`src/verilog/dpig_pkg.sv`:
```
package dpig_pkg;
  // register byte offsets
  localparam logic [7:0] ADDR_CTRL = 8'h00;
  localparam logic [7:0] ADDR_STATUS = 8'h04;
  localparam logic [7:0] ADDR_ENABLE = 8'h08;
  localparam logic [7:0] ADDR_MSI_LO = 8'h0c;
  localparam logic [7:0] ADDR_MSI_HI = 8'h10;
  localparam logic [7:0] ADDR_MSI_DATA = 8'h14;
  localparam logic [7:0] ADDR_STATE = 8'h18;
  // control field positions
  localparam int CTRL_MSI_EN = 0;
  localparam int CTRL_INTX_DIS = 1;
  localparam int CTRL_W = 2;
  // status and enable field positions
  localparam int SRC_LBW = 0;
  localparam int SRC_LABW = 1;
  localparam int SRC_HP = 2;
  localparam int SRC_W = 3;
  // state field positions
  localparam int STATE_COND = 0;
  localparam int STATE_INTX = 1;
  localparam int STATE_MSI_PEND = 2;
  localparam int STATE_INTX_PEND = 3;
  // reset values
  localparam logic [CTRL_W-1:0] CTRL_RST = 2'h0;
  localparam logic [SRC_W-1:0] SRC_RST = 3'h0;
  localparam logic [31:0] WORD_RST = 32'h0000_0000;
  // bus encodings
  localparam logic [2:0] HSIZE_WORD = 3'h2;
  localparam logic HRESP_OKAY = 1'b0;
  // message encodings
  localparam logic [1:0] PIN_INTA = 2'h0;
  localparam logic ROUTE_UPSTREAM = 1'b1;
  // request slot widths
  localparam int MSI_W = 97;
  localparam int INTX_W = 3;
endpackage

```
`src/verilog/dpig_req_if.sv`:
```
`timescale 1ns/1ps
interface dpig_req_if #(parameter int W = 8);
  logic load;
  logic [W-1:0] data;
  logic busy;
  modport src(output load, output data, input busy);
  modport slot(input load, input data, output busy);
endinterface

```
`src/verilog/dpig_req_slot.sv`:
```
`timescale 1ns/1ps
module dpig_req_slot #(
  parameter int W = 8
) (
  // clock and reset
  input wire logic clk,
  input wire logic sys_rst,
  // producer side
  dpig_req_if.slot req,
  // consumer side
  output logic valid,
  output logic [W-1:0] data,
  input wire logic ready
);
  logic valid_r;
  logic [W-1:0] data_r;

  assign valid = valid_r;
  assign data = data_r;
  assign req.busy = valid_r;

  // hold one request until taken
  always_ff @(posedge clk or posedge sys_rst) begin
    if (sys_rst) begin
      valid_r <= 1'b0;
    end else if (req.load && !valid_r) begin
      valid_r <= 1'b1;
    end else if (ready) begin
      valid_r <= 1'b0;
    end
  end

  // capture request payload
  always_ff @(posedge clk or posedge sys_rst) begin
    if (sys_rst) begin
      data_r <= '0;
    end else if (req.load && !valid_r) begin
      data_r <= req.data;
    end
  end
endmodule

```
`src/verilog/dpig_top.sv`:
```
// Register access over AHB-Lite and the register offsets were decided locally.
`timescale 1ns/1ps
module dpig_top (
  // clock and reset
  input wire logic clk,
  input wire logic sys_rst,
  // ahb-lite slave
  input wire logic hsel,
  input wire logic [31:0] haddr,
  input wire logic [1:0] htrans,
  input wire logic hwrite,
  input wire logic [2:0] hsize,
  input wire logic [31:0] hwdata,
  input wire logic hready,
  output logic hreadyout,
  output logic [31:0] hrdata,
  output logic hresp,
  // interrupt event pulses
  input wire logic hp_event,
  input wire logic lbw_set,
  input wire logic labw_set,
  // msi request to switch core
  output logic msi_valid,
  output logic [63:0] msi_addr,
  output logic [31:0] msi_data,
  output logic msi_to_upstream,
  input wire logic msi_ready,
  // legacy message request to switch core
  output logic intx_valid,
  output logic intx_assert,
  output logic [1:0] intx_pin,
  input wire logic intx_ready,
  // level interrupt
  output logic irq
);
  // bus data phase
  logic take;
  logic wr_r;
  logic rd_stage_r;
  logic [7:0] addr_r;
  logic [31:0] hrdata_r;
  logic [31:0] rd_val;

  // software registers
  logic [dpig_pkg::CTRL_W-1:0] ctrl_r;
  logic [dpig_pkg::SRC_W-1:0] status_r;
  logic [dpig_pkg::SRC_W-1:0] enable_r;
  logic [31:0] msi_lo_r;
  logic [31:0] msi_hi_r;
  logic [31:0] msi_dat_r;
  logic [dpig_pkg::SRC_W-1:0] ev;
  logic [dpig_pkg::SRC_W-1:0] clr;

  // interrupt generation
  logic msi_en;
  logic intx_dis;
  logic cond;
  logic cond_d_r;
  logic rise;
  logic fall;
  logic msi_pend_r;
  logic as_pend_r;
  logic de_pend_r;
  logic intx_wire_r;
  logic msi_load;
  logic send_as;
  logic send_de;
  logic intx_load;
  logic [dpig_pkg::INTX_W-1:0] intx_word;
  logic [dpig_pkg::MSI_W-1:0] msi_word;

  dpig_req_if #(.W(dpig_pkg::MSI_W)) msi_req ();
  dpig_req_if #(.W(dpig_pkg::INTX_W)) intx_req ();

  // address phase accept
  assign take = hsel && htrans[1] && hready;
  assign hreadyout = !rd_stage_r;
  assign hrdata = hrdata_r;
  assign hresp = dpig_pkg::HRESP_OKAY;

  always_ff @(posedge clk or posedge sys_rst) begin
    if (sys_rst) begin
      wr_r <= 1'b0;
      rd_stage_r <= 1'b0;
    end else begin
      wr_r <= take && hwrite && (hsize == dpig_pkg::HSIZE_WORD);
      rd_stage_r <= take && !hwrite;
    end
  end

  always_ff @(posedge clk or posedge sys_rst) begin
    if (sys_rst) begin
      addr_r <= 8'h00;
    end else if (take) begin
      addr_r <= {haddr[7:2], 2'b00};
    end
  end

  // read mux, unmapped reads zero
  always_comb begin
    rd_val = dpig_pkg::WORD_RST;
    unique case (addr_r)
      dpig_pkg::ADDR_CTRL: begin
        rd_val[dpig_pkg::CTRL_W-1:0] = ctrl_r;
      end
      dpig_pkg::ADDR_STATUS: begin
        rd_val[dpig_pkg::SRC_W-1:0] = status_r;
      end
      dpig_pkg::ADDR_ENABLE: begin
        rd_val[dpig_pkg::SRC_W-1:0] = enable_r;
      end
      dpig_pkg::ADDR_MSI_LO: begin
        rd_val = msi_lo_r;
      end
      dpig_pkg::ADDR_MSI_HI: begin
        rd_val = msi_hi_r;
      end
      dpig_pkg::ADDR_MSI_DATA: begin
        rd_val = msi_dat_r;
      end
      dpig_pkg::ADDR_STATE: begin
        rd_val[dpig_pkg::STATE_COND] = cond;
        rd_val[dpig_pkg::STATE_INTX] = intx_wire_r;
        rd_val[dpig_pkg::STATE_MSI_PEND] = msi_pend_r;
        rd_val[dpig_pkg::STATE_INTX_PEND] = as_pend_r || de_pend_r;
      end
      default: begin
        rd_val = dpig_pkg::WORD_RST;
      end
    endcase
  end

  // read data after one wait state
  always_ff @(posedge clk or posedge sys_rst) begin
    if (sys_rst) begin
      hrdata_r <= dpig_pkg::WORD_RST;
    end else if (rd_stage_r) begin
      hrdata_r <= rd_val;
    end
  end

  // control register
  always_ff @(posedge clk or posedge sys_rst) begin
    if (sys_rst) begin
      ctrl_r <= dpig_pkg::CTRL_RST;
    end else if (wr_r && addr_r == dpig_pkg::ADDR_CTRL) begin
      ctrl_r <= hwdata[dpig_pkg::CTRL_W-1:0];
    end
  end

  // enable register
  always_ff @(posedge clk or posedge sys_rst) begin
    if (sys_rst) begin
      enable_r <= dpig_pkg::SRC_RST;
    end else if (wr_r && addr_r == dpig_pkg::ADDR_ENABLE) begin
      enable_r <= hwdata[dpig_pkg::SRC_W-1:0];
    end
  end

  // msi address and data registers
  always_ff @(posedge clk or posedge sys_rst) begin
    if (sys_rst) begin
      msi_lo_r <= dpig_pkg::WORD_RST;
      msi_hi_r <= dpig_pkg::WORD_RST;
      msi_dat_r <= dpig_pkg::WORD_RST;
    end else if (wr_r) begin
      if (addr_r == dpig_pkg::ADDR_MSI_LO) begin
        msi_lo_r <= hwdata;
      end
      if (addr_r == dpig_pkg::ADDR_MSI_HI) begin
        msi_hi_r <= hwdata;
      end
      if (addr_r == dpig_pkg::ADDR_MSI_DATA) begin
        msi_dat_r <= hwdata;
      end
    end
  end

  // event sources and write-one clear
  always_comb begin
    ev = dpig_pkg::SRC_RST;
    ev[dpig_pkg::SRC_HP] = hp_event;
    ev[dpig_pkg::SRC_LBW] = lbw_set;
    ev[dpig_pkg::SRC_LABW] = labw_set;
    clr = dpig_pkg::SRC_RST;
    if (wr_r && addr_r == dpig_pkg::ADDR_STATUS) begin
      clr = hwdata[dpig_pkg::SRC_W-1:0];
    end
  end

  // sticky status, set beats clear
  always_ff @(posedge clk or posedge sys_rst) begin
    if (sys_rst) begin
      status_r <= dpig_pkg::SRC_RST;
    end else begin
      status_r <= (status_r & ~clr) | ev;
    end
  end

  assign msi_en = ctrl_r[dpig_pkg::CTRL_MSI_EN];
  assign intx_dis = ctrl_r[dpig_pkg::CTRL_INTX_DIS];

  assign cond = |(status_r & enable_r);
  assign irq = cond;

  always_ff @(posedge clk or posedge sys_rst) begin
    if (sys_rst) begin
      cond_d_r <= 1'b0;
    end else begin
      cond_d_r <= cond;
    end
  end

  assign rise = cond && !cond_d_r;
  assign fall = !cond && cond_d_r;

  always_ff @(posedge clk or posedge sys_rst) begin
    if (sys_rst) begin
      msi_pend_r <= 1'b0;
    end else if (rise && msi_en) begin
      msi_pend_r <= 1'b1;
    end else if (msi_load) begin
      msi_pend_r <= 1'b0;
    end
  end

  assign msi_load = msi_pend_r && !msi_req.busy;

  assign msi_word = {dpig_pkg::ROUTE_UPSTREAM, msi_hi_r, msi_lo_r, msi_dat_r};
  assign msi_req.load = msi_load;
  assign msi_req.data = msi_word;

  always_ff @(posedge clk or posedge sys_rst) begin
    if (sys_rst) begin
      as_pend_r <= 1'b0;
    end else if (rise && !msi_en && !intx_dis) begin
      as_pend_r <= 1'b1;
    end else if (intx_load && send_as) begin
      as_pend_r <= 1'b0;
    end
  end

  always_ff @(posedge clk or posedge sys_rst) begin
    if (sys_rst) begin
      de_pend_r <= 1'b0;
    end else if (fall && !msi_en && !intx_dis) begin
      de_pend_r <= 1'b1;
    end else if (intx_load && send_de) begin
      de_pend_r <= 1'b0;
    end
  end

  // order follows the wire state
  assign send_as = as_pend_r && (!intx_wire_r || !de_pend_r);
  assign send_de = de_pend_r && !send_as;
  assign intx_load = (send_as || send_de) && !intx_req.busy;

  // last message sent
  always_ff @(posedge clk or posedge sys_rst) begin
    if (sys_rst) begin
      intx_wire_r <= 1'b0;
    end else if (intx_load) begin
      intx_wire_r <= send_as;
    end
  end

  assign intx_word = {send_as, dpig_pkg::PIN_INTA};
  assign intx_req.load = intx_load;
  assign intx_req.data = intx_word;

  // msi request slot
  dpig_req_slot #(.W(dpig_pkg::MSI_W)) u_msi_slot (
    .clk(clk),
    .sys_rst(sys_rst),
    .req(msi_req),
    .valid(msi_valid),
    .data({msi_to_upstream, msi_addr, msi_data}),
    .ready(msi_ready)
  );

  // legacy message slot
  dpig_req_slot #(.W(dpig_pkg::INTX_W)) u_intx_slot (
    .clk(clk),
    .sys_rst(sys_rst),
    .req(intx_req),
    .valid(intx_valid),
    .data({intx_assert, intx_pin}),
    .ready(intx_ready)
  );
endmodule

```
`config.mk`:
```
export PLATFORM = sky130hd
export DESIGN_NAME = dpig_top
export DESIGN_NICKNAME = d
export VERILOG_FILES = /design/src/verilog/dpig_pkg.sv /design/src/verilog/dpig_req_if.sv /design/src/verilog/dpig_req_slot.sv /design/src/verilog/dpig_top.sv
export SDC_FILE = /design/constraint.sdc
export NUM_CORES = 1
export LEC_CHECK = 0
export ABC_AREA = 0
export BUFFER_PORTS_ARGS = -buffer_cell sky130_fd_sc_hd__buf_2
export CAP_MARGIN = 10
export CORE_AREA = 2 2 147 149
export DETAILED_ROUTE_END_ITERATION = 10
export DIE_AREA = 0 0 149 151
export PLACE_DENSITY = 0.71
export REMOVE_ABC_BUFFERS = 1
export SYNTH_ARGS = -nofsm -noshare
export SYNTH_HDL_FRONTEND = slang
export SYNTH_SLANG_ARGS = --single-unit
export TNS_END_PERCENT = 50
```
`constraint.sdc`:
```
create_clock -name clk -period 6.9 [get_ports clk]
set_clock_uncertainty 0.1 [all_clocks]
set_input_delay 0 -clock clk [delete_from_list [all_inputs] [get_ports clk]]
set_output_delay 0 -clock clk [all_outputs]
set_load 0.02 [all_outputs]
```
==> run summary <==
- number of antenna violations at the first check in global routing: 0
- endpoints failing hold: 0
- clock transition time at the flip-flop clock pins of the worst setup and hold paths: 60 ps
- placed inst area: 0.0111 sq mm
- mean post-synth cell area: 15.0 sq um
- half-perimeter wire length after detailed placement: 14000 microns
- Worst EP arrival: 3760 ps
- total power density per cell area: 329 mW/mm^2
- gr usage total: 20.6%
- number of synthesized register bits: 248
- CTS root buf: sky130_fd_sc_hd__clkbuf_16
- Mapped Area: 0.00993 sq mm
- clk_lat worst skew: 510 ps
- fraction of final layout cells with drive strength greater than 1: 36.9%
- detailed-route DRC error count: 0
- highest net fanout along the worst path: 32
- post-layout utilization of the core: 60.2%
- slew at the pin closest to its max-slew limit: 1060 ps
- final clock period utilization by the worst path: 50.2%
- CTS tree: done
- final design area excluding fillers: 0.0125 sq mm
- number of max-cap violations: 0
- critical path data required time: 7190 ps
- diode count: 0
- post-layout minimum cycle time: 3470 ps
- wire length of the first global-routing pass: 36700 microns
- dominant cell by count in the synthesized netlist: sky130_fd_sc_hd__dfrtp_1
- count of TritonRoute iterations in the first routing pass: 4
- Placement Rows: 53
- wirelength, routed: 23100 microns
- number of instances resized during post-cts repair: 0
- post-synthesis to final-layout area growth: 26.2%
- via count: 6448
- Floorplan Core Area: 0.0208 sq mm
- Horiz. Die Dim: 149 microns
- maximum number of pins on one net before global-route repair: 115
- Main synth FF type: sky130_fd_sc_hd__dfrtp_1
- Overflow after GRT: 0
- NumNets Final: 983
- share of Yosys cell area claimed by the top area cell type: 62.5%
- Ports: 216
- setup repair after global routing missed its margin: false
- final setup fails: 0
- via count of the first global-routing pass: 6705
- Avg WL per Cell: 19.3 microns
- placer congestion estimate: 0.763
- maximum operating frequency: 0.289 GHz
- number of enable flip-flop cells after synthesis: 0
- share of synthesized area occupied by flip-flops and latches: 62.5%
- CTS Sinks: 248
- CTS H-tree depth: 1
- quantity of I/O buffers inserted on ports: 185
- Max Slew Vio Count: 0
- most instantiated cells after synthesis: 248 x sky130_fd_sc_hd__dfrtp_1, 133 x sky130_fd_sc_hd__mux2_1, 73 x sky130_fd_sc_hd__mux2_2
- Warnings, synthesis: 0
- synth top area cells: sky130_fd_sc_hd__dfrtp_1 62%, sky130_fd_sc_hd__mux2_1 15%, sky130_fd_sc_hd__mux2_2 8.3%
- cell-by-cell listing of the critical path: nor2b_1 > and3_2 > and2_2 > mux2_1
- VDD IR max: 272 uV
- worst slack on hold paths: 84.6 ps
- slowest cell on the critical path: sky130_fd_sc_hd__and2_2
- drt via density: 5.38
- delay of the slowest cell on the worst path: 960 ps
- setup bufs post-CTS: 0
- hold crit path type: input port to flop
- worst relative slew slack: 29.5%
- FFs w/ async S/R, synth: 100%
- chip height: 151 microns
- status: finished clean
- number of standard cells after synthesis: 664
- initial detailed-routing violation count: 282
- post-synth top area cell: sky130_fd_sc_hd__dfrtp_1
- number of different library cells in the post-synthesis netlist: 48
- CP bufs+invs: 0
- Overall Power: 4.12 mW
- startpoint-to-endpoint class of the critical path: flop to flop
- antenna-violating nets left: 0
- number of fill cells in the layout: 1630
- overall die area: 0.0225 sq mm
- Setup crit end kind: flop
- crit path launch type: flop
- Bufs on Longest Clock Path: 3
- TritonCTS buffer count: 26
- Leakage: 5.96 nW
- Initial Util: 47.7%
- top cell family by delay on the critical path: simple AND/OR/NAND/NOR gates
## sequential cells by signal (all words and copies together), names as in the netlist
| name | cells |
|---|---|
| hrdata | 32 |
| ctrl_r | 2 |
| msi_dat_r | 32 |
| cond_d_r | 1 |
| msi_pend_r | 1 |
| enable_r | 3 |
| intx_wire_r | 1 |
| status_r | 3 |
| u_intx_slot.req.busy | 1 |
| wr_r | 1 |
| as_pend_r | 1 |
| u_msi_slot.req.busy | 1 |
| msi_lo_r | 32 |
| u_msi_slot.data | 97 |
| rd_stage_r | 1 |
| addr_r | 6 |
| de_pend_r | 1 |
| msi_hi_r | 32 |
## where the power goes
group	switching (mW)	leakage (nW)	internal (mW)
sequential	0.152	3.13	1.69
clock	0.552	0.436	0.844
combinational	0.520	2.39	0.363
total	1.22	5.96	2.90
## path summary, 6_finish.rpt
kind | from | slack (ps) | depth (start not counted) | endpoint
max | addr_r[2] | 3430 | 4 | msi_dat_r[7]
min | msi_ready | 80 | 3 | u_msi_slot.req.busy
max reg2reg | addr_r[2] | 3430 | 4 | msi_dat_r[7]
min reg2reg | u_msi_slot.data[96] | 360 | 1 | u_msi_slot.data[96]
max in group asynchronous | sys_rst | 5030 | 4 | msi_lo_r[30]
min in group asynchronous | sys_rst | 90 | 3 | u_msi_slot.data[75]
## layout by cell type (no fill, tap or decap), types with 3 or more instances in the layout
cell type	count
sky130_fd_sc_hd__nor2b_1	5
sky130_fd_sc_hd__buf_2	185
sky130_fd_sc_hd__conb_1	3
sky130_fd_sc_hd__a31oi_1	4
sky130_fd_sc_hd__o21ai_2	20
sky130_fd_sc_hd__clkbuf_8	5
sky130_fd_sc_hd__mux2_2	73
sky130_fd_sc_hd__a22oi_1	58
sky130_fd_sc_hd__dfrtp_1	248
sky130_fd_sc_hd__a21oi_1	5
sky130_fd_sc_hd__mux2_1	133
sky130_fd_sc_hd__dlygate4sd3_1	58
sky130_fd_sc_hd__nand2_1	13
sky130_fd_sc_hd__a21o_1	3
sky130_fd_sc_hd__clkbuf_16	27
sky130_fd_sc_hd__a22o_1	3
sky130_fd_sc_hd__buf_4	9
sky130_fd_sc_hd__clkinv_2	7
sky130_fd_sc_hd__o21ai_1	9
sky130_fd_sc_hd__nand4_1	3
sky130_fd_sc_hd__nor2_1	7
sky130_fd_sc_hd__clkbuf_1	6
## per-layer routing
metal  part of all wire, %  track usage (%)
met1                    42             27.4
met2                    50             35.3
met3                   6.3             3.67
met4                   2.0             5.38
met5                     0                0
## worst register-to-register path, stage by stage (launching register included)
cell	delay [ps]
sky130_fd_sc_hd__dfrtp_1	760
sky130_fd_sc_hd__nor2b_1	330
sky130_fd_sc_hd__and3_2	770
sky130_fd_sc_hd__and2_2	960
sky130_fd_sc_hd__mux2_1	420
## cells by family (layout without fill, tap and decap cells)
family                 Yosys count  count (layout)  synth area share, %
multiplexers                   208             208                 23.7
buffers and inverters           46             304                 2.42
other                            1               3               0.0377
flip-flops                     248             248                 62.5
AO/OA/AOI/OAI                  113             113                 8.50
AND/OR/NAND/NOR                 48              48                 2.90
## final cells by class
class | count | area [sq um] | share of cell area (%)
sequential | 248 | 6210 | 49.5
multi-input combinational | 372 | 3520 | 28.1
timing repair buffer | 252 | 1570 | 12.6
clock buffer | 38 | 767 | 6.12
tap | 275 | 344 | 2.74
clock inverter | 10 | 104 | 0.828
inverter | 4 | 22.5 | 0.180
## stage by stage
stage          setup TNS (ps)  setup WS [ps]  std cells
5_1_grt                     0           3280       1199
3_3_place_gp                0           3480       1093
6_report                    0           3430       1199
2_1_floorplan           -3700          -14.9        624
3_5_place_dp                0           3420       1093
4_1_cts                     0           3370       1199
## what timing repair did
item / 4_1_cts / 5_1_grt
endpoints found under the setup margin: 0 / 0
hold buffers: 58 / 0
endpoints found under the hold margin: 226 / 0
No activity file was read; power rests on OpenSTA's default activity.
